### src/link_adapt_pkg.sv
// shared constants and types for the byte-mode link adaptation
package link_adapt_pkg;

  localparam int unsigned NUM_LINKS = 4;
  localparam int unsigned BYTE_W = 8;
  // fifo entry: {eop, eom, data}
  localparam int unsigned FIFO_W = 10;
  localparam int unsigned FIFO_DEPTH = 4;
  localparam int unsigned FIFO_EOP_BIT = 9;
  localparam int unsigned FIFO_EOM_BIT = 8;
  // bytes per packet before a packet terminator is forced
  localparam logic [5:0] PKT_BYTES = 6'h20;
  localparam logic [5:0] PKT_LAST = 6'h1f;
  localparam logic [5:0] PKT_CNT_RST = 6'h00;
  localparam logic [5:0] PKT_CNT_ONE = 6'h01;
  localparam logic [7:0] REQ_CNT_RST = 8'h00;
  localparam logic [7:0] REQ_CNT_ONE = 8'h01;
  // channel numbers carried in the token
  localparam logic [1:0] DATA_VC = 2'h0;
  localparam logic [1:0] REQ_VC = 2'h1;

  typedef enum logic [1:0] {
    TK_DATA,
    TK_HDR,
    TK_REQ,
    TK_NULL
  } tok_kind_t;

  typedef struct packed {
    tok_kind_t kind;
    logic [1:0] vc;
    logic [7:0] data;
    logic eop;
    logic end_of_message_marker;
  } tok_t;

  typedef enum logic [1:0] {
    DV_IDLE,
    DV_HDR,
    DV_DATA,
    DV_WAIT_ACK
  } dev_state_t;

endpackage : link_adapt_pkg

### src/link_if.sv
// token link between the device end and the protocol converter end
`timescale 1ns/1ps
interface link_if (
  input logic core_clk_i,
  input logic rst_i
);
  logic d2c_valid;
  logic d2c_ready;
  link_adapt_pkg::tok_t d2c_tok;
  logic c2d_valid;
  logic c2d_ready;
  link_adapt_pkg::tok_t c2d_tok;
  logic conv_ack;
  logic dev_ack;
  logic peer_is_converter;

  modport dev (
    output d2c_valid,
    output d2c_tok,
    output c2d_ready,
    output dev_ack,
    input d2c_ready,
    input c2d_valid,
    input c2d_tok,
    input conv_ack,
    input peer_is_converter
  );

  modport conv (
    input d2c_valid,
    input d2c_tok,
    input c2d_ready,
    input dev_ack,
    output d2c_ready,
    output c2d_valid,
    output c2d_tok,
    output conv_ack,
    output peer_is_converter
  );
endinterface : link_if

### src/link_converter_end.sv
// protocol converter end: outgoing byte fifo, legacy byte stream and input packetizer
`timescale 1ns/1ps
module byte_fifo #(
  parameter int unsigned WIDTH = 10,
  parameter int unsigned DEPTH = 4
) (
  input logic core_clk_i,
  input logic rst_i,
  input logic in_valid_i,
  output logic in_ready_o,
  input logic [WIDTH-1:0] in_data_i,
  output logic out_valid_o,
  input logic out_ready_i,
  output logic [WIDTH-1:0] out_data_o
);

  localparam int unsigned PTR_W = (DEPTH > 1) ? $clog2(DEPTH) : 1;
  localparam int unsigned CNT_W = $clog2(DEPTH + 1);
  localparam logic [PTR_W-1:0] PTR_LAST = PTR_W'(DEPTH - 1);
  localparam logic [PTR_W-1:0] PTR_ONE = PTR_W'(1);
  localparam logic [CNT_W-1:0] CNT_FULL = CNT_W'(DEPTH);
  localparam logic [CNT_W-1:0] CNT_ONE = CNT_W'(1);

  typedef struct packed {
    logic [DEPTH-1:0][WIDTH-1:0] mem;
    logic [PTR_W-1:0] wr;
    logic [PTR_W-1:0] rd;
    logic [CNT_W-1:0] cnt;
  } fifo_st_t;

  fifo_st_t q;
  fifo_st_t d;
  logic push;
  logic pop;

  assign in_ready_o = (q.cnt != CNT_FULL);
  assign out_valid_o = (q.cnt != '0);
  assign push = in_valid_i && in_ready_o;
  assign pop = out_valid_o && out_ready_i;
  assign out_data_o = q.mem[q.rd];

  always_comb begin
    d = q;
    if (push) begin
      d.mem[q.wr] = in_data_i;
      d.wr = (q.wr == PTR_LAST) ? '0 : q.wr + PTR_ONE;
    end
    if (pop) begin
      d.rd = (q.rd == PTR_LAST) ? '0 : q.rd + PTR_ONE;
    end
    if (push && !pop) begin
      d.cnt = q.cnt + CNT_ONE;
    end else if (pop && !push) begin
      d.cnt = q.cnt - CNT_ONE;
    end
  end

  always_ff @(posedge core_clk_i or posedge rst_i) begin
    if (rst_i) begin
      q <= '0;
    end else begin
      q <= d;
    end
  end

endmodule : byte_fifo

module link_converter_end (
  input logic core_clk_i,
  input logic rst_i,
  link_if.conv lnk,
  output logic os_tx_valid_o,
  output logic [7:0] os_tx_data_o,
  input logic os_tx_ack_i,
  input logic os_rx_valid_i,
  input logic [7:0] os_rx_data_i,
  output logic os_rx_ready_o,
  output logic [7:0] req_count_o
);

  typedef struct packed {
    logic ack_pend;
    logic conv_ack;
    logic os_valid;
    logic [7:0] os_data;
    logic os_eom;
    logic byte_valid;
    logic [7:0] byte_data;
    logic null_sent;
    logic [7:0] req_count;
    logic [5:0] pkt_cnt;
    logic c2d_wait;
    logic c2d_valid;
    link_adapt_pkg::tok_t c2d_tok;
  } conv_st_t;

  conv_st_t q;
  conv_st_t d;
  logic is_data;
  logic is_req;
  logic fifo_in_ready;
  logic fifo_out_valid;
  logic fifo_out_ready;
  logic [link_adapt_pkg::FIFO_W-1:0] fifo_out_data;
  logic wr;
  logic os_free;
  logic c2d_free;
  logic [7:0] req_add;
  logic [7:0] req_dec;

  assign is_data = lnk.d2c_valid && (lnk.d2c_tok.kind == link_adapt_pkg::TK_DATA);
  assign is_req = lnk.d2c_valid && (lnk.d2c_tok.kind == link_adapt_pkg::TK_REQ);
  // only data waits on the fifo; requests and headers are always taken
  assign lnk.d2c_ready = is_data ? fifo_in_ready : 1'b1;
  assign wr = is_data && fifo_in_ready;
  // a byte in flight frees its slot on the same edge as its ack
  assign os_free = !q.os_valid || os_tx_ack_i;
  assign fifo_out_ready = os_free;
  assign c2d_free = !q.c2d_valid || lnk.c2d_ready;
  assign req_add = is_req ? lnk.d2c_tok.data : link_adapt_pkg::REQ_CNT_RST;

  byte_fifo #(
    .WIDTH(link_adapt_pkg::FIFO_W),
    .DEPTH(link_adapt_pkg::FIFO_DEPTH)
  ) u_out_fifo (
    .core_clk_i(core_clk_i),
    .rst_i(rst_i),
    .in_valid_i(is_data),
    .in_ready_o(fifo_in_ready),
    .in_data_i({lnk.d2c_tok.eop, lnk.d2c_tok.end_of_message_marker, lnk.d2c_tok.data}),
    .out_valid_o(fifo_out_valid),
    .out_ready_i(fifo_out_ready),
    .out_data_o(fifo_out_data)
  );

  always_comb begin
    d = q;
    d.conv_ack = 1'b0;
    req_dec = link_adapt_pkg::REQ_CNT_RST;
    // intermediate packet: ack once a further slot is free
    if (q.ack_pend && fifo_in_ready) begin
      d.ack_pend = 1'b0;
      d.conv_ack = 1'b1;
    end
    if (wr && lnk.d2c_tok.eop && !lnk.d2c_tok.end_of_message_marker) begin
      d.ack_pend = 1'b1;
    end
    if (q.os_valid && os_tx_ack_i) begin
      d.os_valid = 1'b0;
      if (q.os_eom) begin
        // final packet of a message waits for the legacy ack of its last byte
        d.conv_ack = 1'b1;
      end
    end
    if (fifo_out_valid && os_free) begin
      d.os_valid = 1'b1;
      d.os_data = fifo_out_data[7:0];
      d.os_eom = fifo_out_data[link_adapt_pkg::FIFO_EOM_BIT];
    end
    if (lnk.c2d_ready) begin
      d.c2d_valid = 1'b0;
    end
    if (lnk.dev_ack) begin
      d.c2d_wait = 1'b0;
    end
    if (q.byte_valid && c2d_free && !q.c2d_wait) begin
      if (q.req_count != link_adapt_pkg::REQ_CNT_RST) begin
        d.c2d_valid = 1'b1;
        d.c2d_tok = '{kind: link_adapt_pkg::TK_DATA, vc: link_adapt_pkg::DATA_VC,
                      data: q.byte_data,
                      eop: (q.pkt_cnt == link_adapt_pkg::PKT_LAST),
                      end_of_message_marker: (q.req_count == link_adapt_pkg::REQ_CNT_ONE)};
        req_dec = link_adapt_pkg::REQ_CNT_ONE;
        d.byte_valid = 1'b0;
        d.null_sent = 1'b0;
        if ((q.pkt_cnt == link_adapt_pkg::PKT_LAST) || (q.req_count == link_adapt_pkg::REQ_CNT_ONE)) begin
          d.pkt_cnt = link_adapt_pkg::PKT_CNT_RST;
          d.c2d_wait = 1'b1;
        end else begin
          d.pkt_cnt = q.pkt_cnt + link_adapt_pkg::PKT_CNT_ONE;
        end
      end else if (!q.null_sent) begin
        // byte stays held until a request claims it; notify only once
        d.c2d_valid = 1'b1;
        d.c2d_tok = '{kind: link_adapt_pkg::TK_NULL, vc: link_adapt_pkg::DATA_VC,
                      data: 8'h00, eop: 1'b0, end_of_message_marker: 1'b1};
        d.null_sent = 1'b1;
        d.c2d_wait = 1'b1;
      end
    end
    // count wraps at the byte width; outstanding requests must stay below it
    d.req_count = 8'(q.req_count + req_add - req_dec);
    if (os_rx_valid_i && !q.byte_valid) begin
      d.byte_valid = 1'b1;
      d.byte_data = os_rx_data_i;
    end
  end

  always_ff @(posedge core_clk_i or posedge rst_i) begin
    if (rst_i) begin
      q <= '0;
    end else begin
      q <= d;
    end
  end

  // marks this end as a converter so a byte-mode device will talk to it
  assign lnk.peer_is_converter = 1'b1;
  assign lnk.conv_ack = q.conv_ack;
  assign lnk.c2d_valid = q.c2d_valid;
  assign lnk.c2d_tok = q.c2d_tok;
  assign os_tx_valid_o = q.os_valid;
  assign os_tx_data_o = q.os_data;
  assign os_rx_ready_o = !q.byte_valid;
  assign req_count_o = q.req_count;

endmodule : link_converter_end

### src/flat_wrapper.sv
// flat-port wrapper written by rule: the top's interface ports become plain ports
module link_converter_end_flat 
  (core_clk_i, rst_i, os_tx_valid_o, os_tx_data_o, os_tx_ack_i, os_rx_valid_i, os_rx_data_i, os_rx_ready_o, req_count_o, lnk_d2c_valid, lnk_d2c_tok, lnk_c2d_ready, lnk_dev_ack, lnk_d2c_ready, lnk_c2d_valid, lnk_c2d_tok, lnk_conv_ack, lnk_peer_is_converter);
  link_if lnk_i (.core_clk_i(core_clk_i), .rst_i(rst_i));
  input logic core_clk_i;
  input logic rst_i;
  output logic os_tx_valid_o;
  output logic [7:0] os_tx_data_o;
  input logic os_tx_ack_i;
  input logic os_rx_valid_i;
  input logic [7:0] os_rx_data_i;
  output logic os_rx_ready_o;
  output logic [7:0] req_count_o;
  input wire logic [$bits(lnk_i.d2c_valid)-1:0] lnk_d2c_valid;
  input wire logic [$bits(lnk_i.d2c_tok)-1:0] lnk_d2c_tok;
  input wire logic [$bits(lnk_i.c2d_ready)-1:0] lnk_c2d_ready;
  input wire logic [$bits(lnk_i.dev_ack)-1:0] lnk_dev_ack;
  output wire logic [$bits(lnk_i.d2c_ready)-1:0] lnk_d2c_ready;
  output wire logic [$bits(lnk_i.c2d_valid)-1:0] lnk_c2d_valid;
  output wire logic [$bits(lnk_i.c2d_tok)-1:0] lnk_c2d_tok;
  output wire logic [$bits(lnk_i.conv_ack)-1:0] lnk_conv_ack;
  output wire logic [$bits(lnk_i.peer_is_converter)-1:0] lnk_peer_is_converter;
  assign lnk_i.d2c_valid = lnk_d2c_valid;
  assign lnk_i.d2c_tok = lnk_d2c_tok;
  assign lnk_i.c2d_ready = lnk_c2d_ready;
  assign lnk_i.dev_ack = lnk_dev_ack;
  assign lnk_d2c_ready = lnk_i.d2c_ready;
  assign lnk_c2d_valid = lnk_i.c2d_valid;
  assign lnk_c2d_tok = lnk_i.c2d_tok;
  assign lnk_conv_ack = lnk_i.conv_ack;
  assign lnk_peer_is_converter = lnk_i.peer_is_converter;
  link_converter_end u_core (.core_clk_i(core_clk_i), .rst_i(rst_i), .lnk(lnk_i), .os_tx_valid_o(os_tx_valid_o), .os_tx_data_o(os_tx_data_o), .os_tx_ack_i(os_tx_ack_i), .os_rx_valid_i(os_rx_valid_i), .os_rx_data_i(os_rx_data_i), .os_rx_ready_o(os_rx_ready_o), .req_count_o(req_count_o));
endmodule
### config.mk
export PLATFORM = sky130hd
export DESIGN_NAME = link_converter_end_flat
export DESIGN_NICKNAME = d
export VERILOG_FILES = /design/src/link_adapt_pkg.sv /design/src/link_if.sv /design/src/link_converter_end.sv /design/src/flat_wrapper.sv
export SDC_FILE = /design/constraint.sdc
export NUM_CORES = 1
export LEC_CHECK = 0
export ABC_CLOCK_PERIOD_IN_PS = 2900
export BUFFER_PORTS_ARGS = -buffer_cell sky130_fd_sc_hd__buf_2
export CELL_PAD_IN_SITES_DETAIL_PLACEMENT = 0
export CELL_PAD_IN_SITES_GLOBAL_PLACEMENT = 2
export CORE_MARGIN = 8
export CORE_UTILIZATION = 35
export DETAILED_ROUTE_END_ITERATION = 7
export PLACE_DENSITY_LB_ADDON = 0.1
export SLEW_MARGIN = 20
export SYNTH_ARGS = -nofsm -noshare
export SYNTH_HDL_FRONTEND = slang
export SYNTH_SLANG_ARGS = --single-unit
### constraint.sdc
create_clock -name core_clk_i -period 2.9 [get_ports core_clk_i]
set_input_delay 0.145 -clock core_clk_i [delete_from_list [all_inputs] [get_ports core_clk_i]]
set_output_delay 0.145 -clock core_clk_i [all_outputs]
set_load 0.005 [all_outputs]
==> results of run 1 <==
-- final timing paths --
| path | slack [ns] | endpoint | cells after the start | startpoint |
|---|---|---|---|---|
| max reg2reg | 0.11 | u_core.req_count_o[6] | 12 | u_core.req_count_o[3] |
| max | 0.11 | u_core.req_count_o[6] | 12 | u_core.req_count_o[3] |
| min | 0.02 | u_core.os_tx_valid_o | 2 | os_tx_ack_i |
| min reg2reg | 0.49 | u_core.u_out_fifo.q[2] | 1 | u_core.u_out_fifo.q[2] |
| min in group asynchronous | 0.49 | u_core.lnk.conv_ack | 3 | rst_i |
| max in group asynchronous | 1.70 | u_core.req_count_o[1] | 4 | rst_i |
-- final cells by class --
| type | count | area share, % |
|---|---|---|
| timing repair buffer | 70 | 7.519 |
| inverter | 38 | 2.754 |
| tap | 176 | 4.215 |
| clock inverter | 6 | 0.7663 |
| clock buffer | 9 | 4.310 |
| sequential | 92 | 44.06 |
| multi-input combinational | 206 | 36.37 |
-- cell usage in the layout (no fill, tap or decap), types with 4 or more instances in the layout --
master and n:
a22o_1 10, dfrtp_1 92, ha_1 19, clkbuf_16 9
nand2_1 22, xnor2_1 5, nor2_1 9, mux2_2 56
a21oi_1 8, nor2b_1 4, inv_1 35, clkinv_2 4
nor3_1 4, buf_2 59, buf_4 9, nand3_1 7
mux4_2 9, o21ai_0 9, xor2_1 4
-- power groups by stage --
stage / Combinational, µW / Sequential [µW] / Clock (µW)
after floorplan: 2130 / 2200 / 0
after global placement: 2460 / 2350 / 0
after detailed placement: 2470 / 2370 / 0
after CTS: 2480 / 2350 / 1110
after global routing: 2800 / 2430 / 1160
final: 2460 / 2330 / 1070
-- metal layers --
layer,share of wire [%],vias to the layer above,routed length [µm]
met2,44,56,4208
met4,1.2,0,120
met5,0,-,0
li1,-,1350,-
met3,6.4,10,616
met1,49,1397,4695
-- per-stage QoR --
| step | std cells | setup slack, ns | power, µW | area, µm² | util, % |
|---|---|---|---|---|---|
| final | 597 | 0.1102 | 5866 | 5225 | 40.09 |
| after global routing | 597 | -0.02584 | 6394 | 5225 | 40.09 |
| after CTS | 595 | 0.09092 | 5946 | 5202 | 39.92 |
| after detailed placement | 579 | 0.1114 | 4841 | 4927 | 37.81 |
| after global placement | 579 | 0.1134 | 4804 | 4927 | 37.81 |
| after floorplan | 376 | 0.03191 | 4330 | 4619 | - |
-- logic make-up after synthesis --
kind of cell / Yosys count / synth area share [%]
flip-flops: 92 / 50.19
buffers and inverters: 78 / 9.247
multiplexers: 65 / 18.17
AND/OR/NAND/NOR: 61 / 6.628
AO/OA/AOI/OAI: 45 / 7.283
adder cells (fa/ha/maj): 23 / 6.601
XOR/XNOR: 9 / 1.718
other: 2 / 0.1637
-- state kept, by name, indices dropped and copies added (netlist names) --
signal / count
u_core.lnk.c2d_tok: 11
u_core.lnk.c2d_valid: 1
u_core.lnk.conv_ack: 1
u_core.os_tx_data_o: 8
u_core.os_tx_valid_o: 1
u_core.q: 19
u_core.req_count_o: 8
u_core.u_out_fifo.q: 43
-- what timing repair did --
| action | 4_1_cts | 5_1_grt |
|---|---|---|
| endpoints found under the setup margin | 0 | 1 |
| hold buffers | 1 | 0 |
| resized for setup | 0 | 1 |
| setup buffers | 0 | 2 |
| hold endpoints to repair | 45 | 0 |
==> summary.txt, run 1 <==
Outcome
  • Outcome: completed

Detailed routing
  • Drt first pass iters: 4
  • Routed WL: between 9000 and 10,000 µm
  • Antenna Nets Post-Route: 0
  • WL/cell: roughly 16 µm
  • Vias: around 2,800
  • Drt drc: 0
  • Initial DRC count: approximately 110
  • Vias/cell: 4.712

Synth
  • Syn Area/Cell: approximately 12 µm²
  • Yosys reg bits: just over 90
  • Post-synthesis cell area: 0.004587 mm²
  • Area leader, netlist: dfrtp_1
  • Asr flop ratio synth: 100.0%
  • Top-area cell type share of the netlist area: roughly half
  • Sequential area share after synthesis: between 50% and 60%
  • Yosys cell types: 44
  • EDFF count, synth: 0
  • Synth warnings: 0
  • Top post-synthesis cells by area: dfrtp_1, mux2_2, ha_1
  • Post-synth top cells: dfrtp_1, mux2_2, inv_1
  • Top-count cell post-synth: dfrtp_1
  • Main synth FF type: dfrtp_1
  • Cells after synthesis: roughly 380

Cells and area
  • Share of layout cells above drive strength 1: between 30% and 40%
  • Antenna Cells: 0
  • Register Area: 0.002302 mm²
  • Area growth from synthesis to layout: 13.91%
  • Nets: between 400 and 500
  • Final-layout fill cell count: about 1,300
  • Footprint of the multi-input gates: around 0.0019 mm²

Floorplan
  • Die W: roughly 130 µm
  • Core ar.: between 0.01 and 0.015 mm²
  • Initial core utilization: about a third
  • Die area: roughly 0.017 mm²
  • Ports: between 60 and 70
  • Row count: 42
  • Die Span Y: around 130 µm

Pwr
  • Pwr dens: approximately 1100 mW/mm²
  • Int Power: ~3900 µW
  • Sequential power share: roughly two fifths
  • Sw power: between 2000 and 2500 µW
  • Comb pwr share: between 40% and 50%
  • Pleak: 0.002475 µW
  • Peak VDD IR: ~0.41 mV
  • Clock power frac: a little under a fifth
  • Sw Ratio: 34.22%

STA
  • Hold Vio Cnt, Final: 0
  • RSZ-0062 raised after global routing: yes
  • Worst-margin pin slew: roughly 0.82 ns
  • Finish-stage setup viols: 0
  • Fin crit share: between 90% and 100%
  • Hold_ws: around 0.022 ns
  • FMAX: roughly 360 MHz
  • Slew Limit Fails: 0
  • Setup TNS Final: 0 ns
  • Rel. slew slack: between 40% and 50%
  • Clock Skews: 0.007240 ns
  • Tmin final: approximately 2.8 ns

Clock tree
  • H-Tree Depth: 3
  • CTS max path bufs: 2
  • CTS tree: done
  • Clock Latency Late Sink: between 0.3 and 0.4 ns
  • Worst-path clk slew: roughly 0.06 ns
  • Clock Sinks: a little over 90
  • CTS buffer count: 9
  • Clock Root Buffer: clkbuf_16

Critical path
  • Crit path buffers/inverters: 3
  • Crit path max-delay family: adder cells
  • Critical Path RT: just over 3 ns
  • Crit Path Max Fanout: 3
  • Worst Setup Start Kind: flip-flop
  • Crit path kind: reg2reg
  • Arrival @ worst endpoint: around 3.0 ns
  • Crit-path cells: or4_4 -> o311ai_4 -> inv_2 -> ha_4 -> inv_1 -> ha_2 -> inv_2 -> fa_2 -> nand2b_4 -> a21boi_4 -> o21a_1 -> o311ai_1
  • CP Capture Type: flip-flop
  • CP max stage cell: or4_4
  • Crit path largest cell delay: 0.55 ns
  • Worst path most repeated cell: inv_2

Hold path
  • Worst hold path type: in2reg

Global routing
  • GRT busiest layer: met2
  • Met3 global-route usage: 3.409%
  • Initial antenna violation count: 0
  • Gr usage total: 12.15%
  • First-pass GRT wire length: between 15,000 and 20,000 µm
  • Largest net degree at the start of global routing: 48
  • Vias in the first global route: between 2,000 and 3,000
  • Met1 Track Usage GR: between 15 and 20%
  • Met2 Track Usage GR: roughly 18%
  • Grt ovf: 0

Place
  • HPWL Detailed: approximately 7000 µm
  • IO buf count: ~60
  • GP Congestion: approximately 0.74

Flow run
  • Maxcap violations: 0
Note: power is estimated with default switching activity, not from simulation.
==> inputs of run 2 (changes only) <==
--- a/config.mk
+++ b/config.mk
@@ -13,6 +13,7 @@
 export CORE_UTILIZATION = 35
 export DETAILED_ROUTE_END_ITERATION = 7
 export PLACE_DENSITY_LB_ADDON = 0.1
+export REMOVE_ABC_BUFFERS = 1
 export SLEW_MARGIN = 20
 export SYNTH_ARGS = -nofsm -noshare
 export SYNTH_HDL_FRONTEND = slang
==> summary.txt, run 2 (same netlist as run 1, synthesis figures left out) <==
Global routing
  • Largest net degree at the start of global routing: 58 (was 48)
  • Initial antenna violation count: 0 (unchanged)
  • Met2 Track Usage GR: 19.01% (was 18.25%)
  • GRT busiest layer: met2 (unchanged)
  • Vias in the first global route: 2,963 (was 2,918)
  • First-pass GRT wire length: 16,260 µm (was 15,840 µm)
  • Grt ovf: 0 (unchanged)
  • Met1 Track Usage GR: 17.38% (was 16.34%)
  • Met3 global-route usage: 2.516% (was 3.409%)
  • Gr usage total: 12.70% (was 12.15%)

STA
  • RSZ-0062 raised after global routing: yes (unchanged)
  • Clock Skews: 0.006636 ns (was 0.007240 ns)
  • Rel. slew slack: 46.53% (was 45.36%)
  • Tmin final: 2.848 ns (was 2.790 ns)
  • FMAX: 351.1 MHz (was 358.4 MHz)
  • Hold_ws: 0.02066 ns (was 0.02158 ns)
  • Finish-stage setup viols: 0 (unchanged)
  • Hold Vio Cnt, Final: 0 (unchanged)
  • Slew Limit Fails: 0 (unchanged)
  • Fin crit share: 98.22% (was 96.20%)
  • Worst-margin pin slew: 0.8004 ns (was 0.8186 ns)
  • Final worst slack: 0.05161 ns (was 0.1102 ns)

Place
  • IO buf count: 59 (unchanged)
  • Placed insts: 584 (was 579)
  • GP Congestion: 0.6927 (was 0.7425)
  • Pre-CTS WS: -0.2429 ns (was 0.1114 ns)
  • HPWL Detailed: 7067 µm (was 6948 µm)

Clock tree
  • CTS tree: done (unchanged)
  • Clock Root Buffer: clkbuf_16 (unchanged)
  • CTS max path bufs: 2 (unchanged)
  • CTS buffer count: 9 (unchanged)
  • H-Tree Depth: 3 (unchanged)
  • Clock Sinks: 92 (unchanged)
  • Clock Latency Late Sink: 0.34 ns (about the same)
  • Worst-path clk slew: 0.06 ns (about the same)

Detailed routing
  • Routed WL: 10,070 µm (was 9640 µm)
  • Drt first pass iters: 4 (unchanged)
  • Drt drc: 0 (unchanged)
  • Antenna Nets Post-Route: 0 (unchanged)
  • Vias: 2,840 (was 2,813)
  • Initial DRC count: 120 (was 107)
  • Vias/cell: 4.710 (was 4.712)
  • WL/cell: 16.69 µm (was 16.15 µm)

Floorplan
  • Core ar.: 0.01303 mm² (unchanged)
  • Die W: 130.5 µm (unchanged)
  • Die area: 0.01703 mm² (unchanged)
  • Die Span Y: 130.5 µm (unchanged)
  • Row count: 42 (unchanged)
  • Initial core utilization: 35.20% (unchanged)
  • Ports: 65 (unchanged)

Critical path
  • CP max stage cell: or4_4 (unchanged)
  • Critical Path RT: 3.12 ns (was 3.11 ns)
  • Crit path buffers/inverters: 4 (was 3)
  • Worst Setup Start Kind: flip-flop (unchanged)
  • Crit path largest cell delay: 0.55 ns (about the same)
  • Crit path kind: reg2reg (unchanged)
  • Arrival @ worst endpoint: 3.07 ns (was 3.00 ns)
  • CP Capture Type: flip-flop (unchanged)
  • Crit path max-delay family: adder cells (unchanged)
  • Crit Path Max Fanout: 2 (was 3)
  • Crit-path cells: or4_4 -> o311ai_4 -> inv_2 -> ha_4 -> inv_4 -> ha_4 -> inv_2 -> fa_2 -> nand2b_4 -> a21boi_2 -> buf_4 -> o211ai_1 -> o311ai_1 (was or4_4 -> o311ai_4 -> inv_2 -> ha_4 -> inv_1 -> ha_2 -> inv_2 -> fa_2 -> nand2b_4 -> a21boi_4 -> o21a_1 -> o311ai_1)

Pwr
  • Pwr dens: 1150 mW/mm² (was 1123 mW/mm²)
  • Pleak: 0.002504 µW (was 0.002475 µW)
  • Peak VDD IR: 0.3167 mV (was 0.4064 mV)

Cells and area
  • Nets: 474 (was 469)
  • Share of layout cells above drive strength 1: 38.41% (was 37.77%)
  • Cell Count, Final, Fillers Out: 603 (was 597)
  • Most frequent cells in the layout: dfrtp_1, buf_2, mux2_2 (unchanged)
  • Biggest register: u_core.u_out_fifo.q (unchanged)
  • Number of flip-flops in the largest register: 43 (unchanged)
  • Area growth from synthesis to layout: 15.44% (was 13.91%)
  • Antenna Cells: 0 (unchanged)
  • Most common cell after layout, fill and taps aside: dfrtp_1 (unchanged)

Flow run
  • Maxcap violations: 0 (unchanged)

Outcome
  • Outcome: completed (unchanged)

Hold path
  • Worst hold path type: in2reg (unchanged)
[run 2: changes by cell type in the layout (fill, tap and decap cells not counted), sizes merged]
cell / delta
buf: +5
clkbuf: +2
clkinv: -2
bufinv: +1
[run 2: worst register-to-register path: cells and delay by family (launching register included)]
family | cells | cell delay [ns]
AND/OR/NAND/NOR | 2 | 0.70
flip-flops | 1 | 0.38
adder cells (fa/ha/maj) | 3 | 0.74
buffers and inverters | 4 | 0.31
AO/OA/AOI/OAI | 4 | 0.63
[run 2: metal layers]
layer / up-vias / routed length, µm
met4: 0 / 184
met3: 13 / 490
met1: 1410 / 4929
li1: 1364 / -
met5: - / 0
met2: 53 / 4461
[run 2: report_power, final]
| part | switching [µW] | internal [µW] | total, µW |
|---|---|---|---|
| Combinational | 1160 | 1430 | 2590 |
| Clock | 504 | 672 | 1180 |
| Sequential | 415 | 1910 | 2320 |
| Total | 2080 | 4010 | 6090 |
[run 2: final timing paths]
| check | from | end | slack, ns | depth (start not counted) |
|---|---|---|---|---|
| worst max-delay path | u_core.req_count_o[7] | u_core.req_count_o[6] | 0.05 | 13 |
| worst min-delay path | os_tx_ack_i | u_core.os_tx_valid_o | 0.02 | 2 |
| worst max register to register | u_core.req_count_o[7] | u_core.req_count_o[6] | 0.05 | 13 |
| worst min register to register | u_core.q[35] | u_core.lnk.c2d_tok[6] | 0.49 | 1 |
| max in group asynchronous | rst_i | u_core.u_out_fifo.q[41] | 1.74 | 4 |
| min in group asynchronous | rst_i | u_core.lnk.conv_ack | 0.42 | 3 |
[run 2: final cells by class]
class | count | area [µm²]
Fill cell | 1317 | 7737
Sequential cell | 92 | 2302
Multi-Input combinational cell | 206 | 1903
Timing Repair Buffer | 75 | 430.4
Clock buffer | 11 | 232.7
Tap cell | 176 | 220.2
Inverter | 38 | 146.4
Clock inverter | 5 | 60.06
[run 2: timing repair]
action / 4_1_cts / 5_1_grt
hold buffers: 1 / 0
gates resized for setup: 4 / 7
pin swaps: 2 / 5
endpoints found under the hold margin: 35 / 0
endpoints found under the setup margin: 2 / 2
setup buffers: 0 / 2
[run 2: through the flow]
stage / TNS, ns / total power, µW / instance area [µm²] / utilization (%)
2_1_floorplan: -0.6725 / 3980 / 4309 / -
3_3_place_gp: -0.2604 / 4817 / 4936 / 37.87
3_5_place_dp: -0.3884 / 4870 / 4936 / 37.87
4_1_cts: 0 / 6109 / 5245 / 40.25
5_1_grt: -0.03886 / 6616 / 5295 / 40.63
6_report: 0 / 6089 / 5295 / 40.63
==> inputs of run 3 (changes only) <==
--- a/config.mk
+++ b/config.mk
@@ -5,12 +5,12 @@
 export SDC_FILE = /design/constraint.sdc
 export NUM_CORES = 1
 export LEC_CHECK = 0
-export ABC_CLOCK_PERIOD_IN_PS = 2900
+export ABC_CLOCK_PERIOD_IN_PS = 3650
 export BUFFER_PORTS_ARGS = -buffer_cell sky130_fd_sc_hd__buf_2
 export CELL_PAD_IN_SITES_DETAIL_PLACEMENT = 0
 export CELL_PAD_IN_SITES_GLOBAL_PLACEMENT = 2
 export CORE_MARGIN = 8
-export CORE_UTILIZATION = 35
+export CORE_UTILIZATION = 42
 export DETAILED_ROUTE_END_ITERATION = 7
 export PLACE_DENSITY_LB_ADDON = 0.1
 export REMOVE_ABC_BUFFERS = 1
==> constraint.sdc (replaced) <==
create_clock -name core_clk_i -period 3.65 [get_ports core_clk_i]
set_input_delay 0.1825 -clock core_clk_i [delete_from_list [all_inputs] [get_ports core_clk_i]]
set_output_delay 0.1825 -clock core_clk_i [all_outputs]
set_load 0.005 [all_outputs]
==> summary.txt, run 3 (same netlist as run 1, synthesis figures left out) <==
Cells and area
  • Most common cell after layout, fill and taps aside: dfrtp_1 (unchanged)
  • Number of flip-flops in the largest register: 43 (unchanged)
  • Area growth from synthesis to layout: 9.984% (was 15.44%)
  • Antenna Cells: 0 (unchanged)
  • Biggest register: u_core.u_out_fifo.q (unchanged)
  • Most frequent cells in the layout: dfrtp_1, buf_2, mux2_2 (unchanged)
  • Nets: 463 (was 474)
  • Share of layout cells above drive strength 1: 35.58% (was 38.41%)

Critical path
  • Beginning of the worst register-to-register path: u_core.req_count_o[1] (was u_core.req_count_o[7])
  • R2R cell count: 12 (was 13)
  • Crit path largest cell delay: 0.56 ns (was 0.55 ns)
  • Worst Setup Start Kind: flip-flop (unchanged)
  • Arrival @ worst endpoint: 3.57 ns (was 3.07 ns)
  • Crit path kind: reg2reg (unchanged)
  • CP Capture Type: flip-flop (unchanged)
  • Register-to-register setup slack: 0.30 ns (was 0.05 ns)
  • Crit path buffers/inverters: 3 (was 4)
  • Critical path depth: 12 (was 13)
  • Critical Path RT: 3.87 ns (was 3.12 ns)
  • CP max stage cell: or4_4 (unchanged)
  • Reg-to-reg endpoint: u_core.req_count_o[6] (unchanged)
  • Crit Path Max Fanout: 14 (was 2)
  • Crit path max-delay family: compound AO/OA/AOI/OAI gates (was adder cells)
  • Crit-path cells: or4_4 -> o311ai_4 -> inv_2 -> ha_1 -> inv_1 -> ha_1 -> inv_1 -> fa_1 -> nand2b_1 -> a21boi_0 -> o21a_1 -> o311ai_0 (was or4_4 -> o311ai_4 -> inv_2 -> ha_4 -> inv_4 -> ha_4 -> inv_2 -> fa_2 -> nand2b_4 -> a21boi_2 -> buf_4 -> o211ai_1 -> o311ai_1)

Pwr
  • Peak VDD IR: 0.4111 mV (was 0.3167 mV)
  • Post-layout power: 4462 µW (was 6089 µW)
  • Pwr dens: 884.4 mW/mm² (was 1150 mW/mm²)
  • Pleak: 0.002418 µW (was 0.002504 µW)

Place
  • GP Congestion: 0.7950 (was 0.6927)
  • HPWL Detailed: 6740 µm (was 7067 µm)
  • IO buf count: 59 (unchanged)

Detailed routing
  • WL/cell: 16.52 µm (was 16.69 µm)
  • Antenna Nets Post-Route: 0 (unchanged)
  • Drt first pass iters: 4 (unchanged)
  • Vias: 2,743 (was 2,840)
  • Routed WL: 9184 µm (was 10,070 µm)
  • Drt drc: 0 (unchanged)
  • Initial DRC count: 110 (was 120)
  • Vias/cell: 4.933 (was 4.710)

Floorplan
  • Die W: 120.5 µm (was 130.5 µm)
  • Initial core utilization: 42.69% (was 35.20%)
  • Die area: 0.01452 mm² (was 0.01703 mm²)
  • Die Span Y: 120.5 µm (was 130.5 µm)
  • Ports: 65 (unchanged)
  • Row count: 38 (was 42)
  • Core ar.: 0.01075 mm² (was 0.01303 mm²)

STA
  • Setup TNS Final: 0 ns (unchanged)
  • Rel. slew slack: 49.01% (was 46.53%)
  • Hold Vio Cnt, Final: 0 (unchanged)
  • Finish-stage setup viols: 0 (unchanged)
  • Tmin final: 3.345 ns (was 2.848 ns)
  • Worst-margin pin slew: 0.7633 ns (was 0.8004 ns)
  • RSZ-0062 raised after global routing: no (was yes)
  • Clock Skews: 0.007617 ns (was 0.006636 ns)
  • Fin crit share: 91.66% (was 98.22%)
  • FMAX: 298.9 MHz (was 351.1 MHz)
  • Slew Limit Fails: 0 (unchanged)

Outcome
  • Outcome: completed (unchanged)

Clock tree
  • CTS tree: done (unchanged)
  • Clock Latency Late Sink: 0.36 ns (was 0.34 ns)
  • Post-CTS sizing: 0 (was 4)
  • CTS buffer count: 9 (unchanged)
  • H-Tree Depth: 3 (unchanged)
  • CTS max path bufs: 2 (unchanged)
  • Clock Root Buffer: clkbuf_8 (was clkbuf_16)
  • Worst-path clk slew: 0.09 ns (was 0.06 ns)
  • Clock Sinks: 92 (unchanged)

Global routing
  • First-pass GRT wire length: 15,210 µm (was 16,260 µm)
  • Largest net degree at the start of global routing: 51 (was 58)
  • Gr usage total: 13.35% (was 12.70%)
  • Initial antenna violation count: 0 (unchanged)
  • Vias in the first global route: 2,919 (was 2,963)
  • Grt ovf: 0 (unchanged)

Flow run
  • Maxcap violations: 0 (unchanged)

Hold path
  • WHS Path Cells: 2 (unchanged)
  • Hold-critical path endpoint: u_core.os_tx_valid_o (unchanged)
  • Hold_sp: os_tx_ack_i (unchanged)
  • Worst hold path type: in2reg (unchanged)
## run 3: timing repair
item | CTS | global route
hold endpoints to repair | 42 | 0
setup buffers | 0 | 0
hold buffers | 1 | 0
## run 3: worst register-to-register path, stage by stage, from the launching register on
cell	delay, ns
dfrtp_1	0.41
or4_4	0.56
o311ai_4	0.29
inv_2	0.18
ha_1	0.31
inv_1	0.05
ha_1	0.17
inv_1	0.06
fa_1	0.40
nand2b_1	0.16
a21boi_0	0.30
o21a_1	0.18
o311ai_0	0.14
## run 3: cell type report
cell class / instances / area [µm²]
multi-input combinational: 206 / 1864
sequential: 92 / 2302
clock inverter: 6 / 86.33
timing repair buffer: 64 / 335.3
inverter: 38 / 143.9
tap: 140 / 175.2
clock buffer: 10 / 137.6
fill: 1054 / 5700
## run 3: where the power goes
group	switching (µW)	internal, µW	total [µW]
sequential	347	1510	1860
clock	362	406	768
combinational	827	1010	1830
total	1540	2920	4460
## run 3: metal layers
layer	vias to the layer above	part of all wire (%)	GRT usage [%]	wire [µm]
li1	1334	-	-	-
met1	1351	47	17.14	4304
met2	51	47	21.33	4287
met3	7	5.5	3.823	505
met4	0	0.94	4.215	86
met5	-	0	0	0
## run 3: worst max-delay path by stage
stage                                from                    end  slack (ns)
finish              u_core.req_count_o[1]  u_core.req_count_o[6]        0.30
detailed placement  u_core.req_count_o[1]  u_core.req_count_o[6]        0.31
floorplan           u_core.req_count_o[1]  u_core.req_count_o[6]        0.37
global route        u_core.req_count_o[1]  u_core.req_count_o[6]        0.03
global placement    u_core.req_count_o[1]  u_core.req_count_o[6]        0.37
CTS                 u_core.req_count_o[1]  u_core.req_count_o[6]        0.29
## run 3: metrics by stage
step | util [%] | hold slack [ns] | instances | area (µm²) | setup WS [ns]
finish | 46.95 | 0.02998 | 556 | 5045 | 0.3046
global route | 46.95 | 0.03309 | 556 | 5045 | 0.03071
CTS | 46.95 | 0.01093 | 556 | 5045 | 0.2861
detailed placement | 44.77 | 0.3611 | 539 | 4811 | 0.3113
global placement | 44.77 | 0.3497 | 539 | 4811 | 0.3745
floorplan | - | 0.2789 | 336 | 4309 | 0.3654
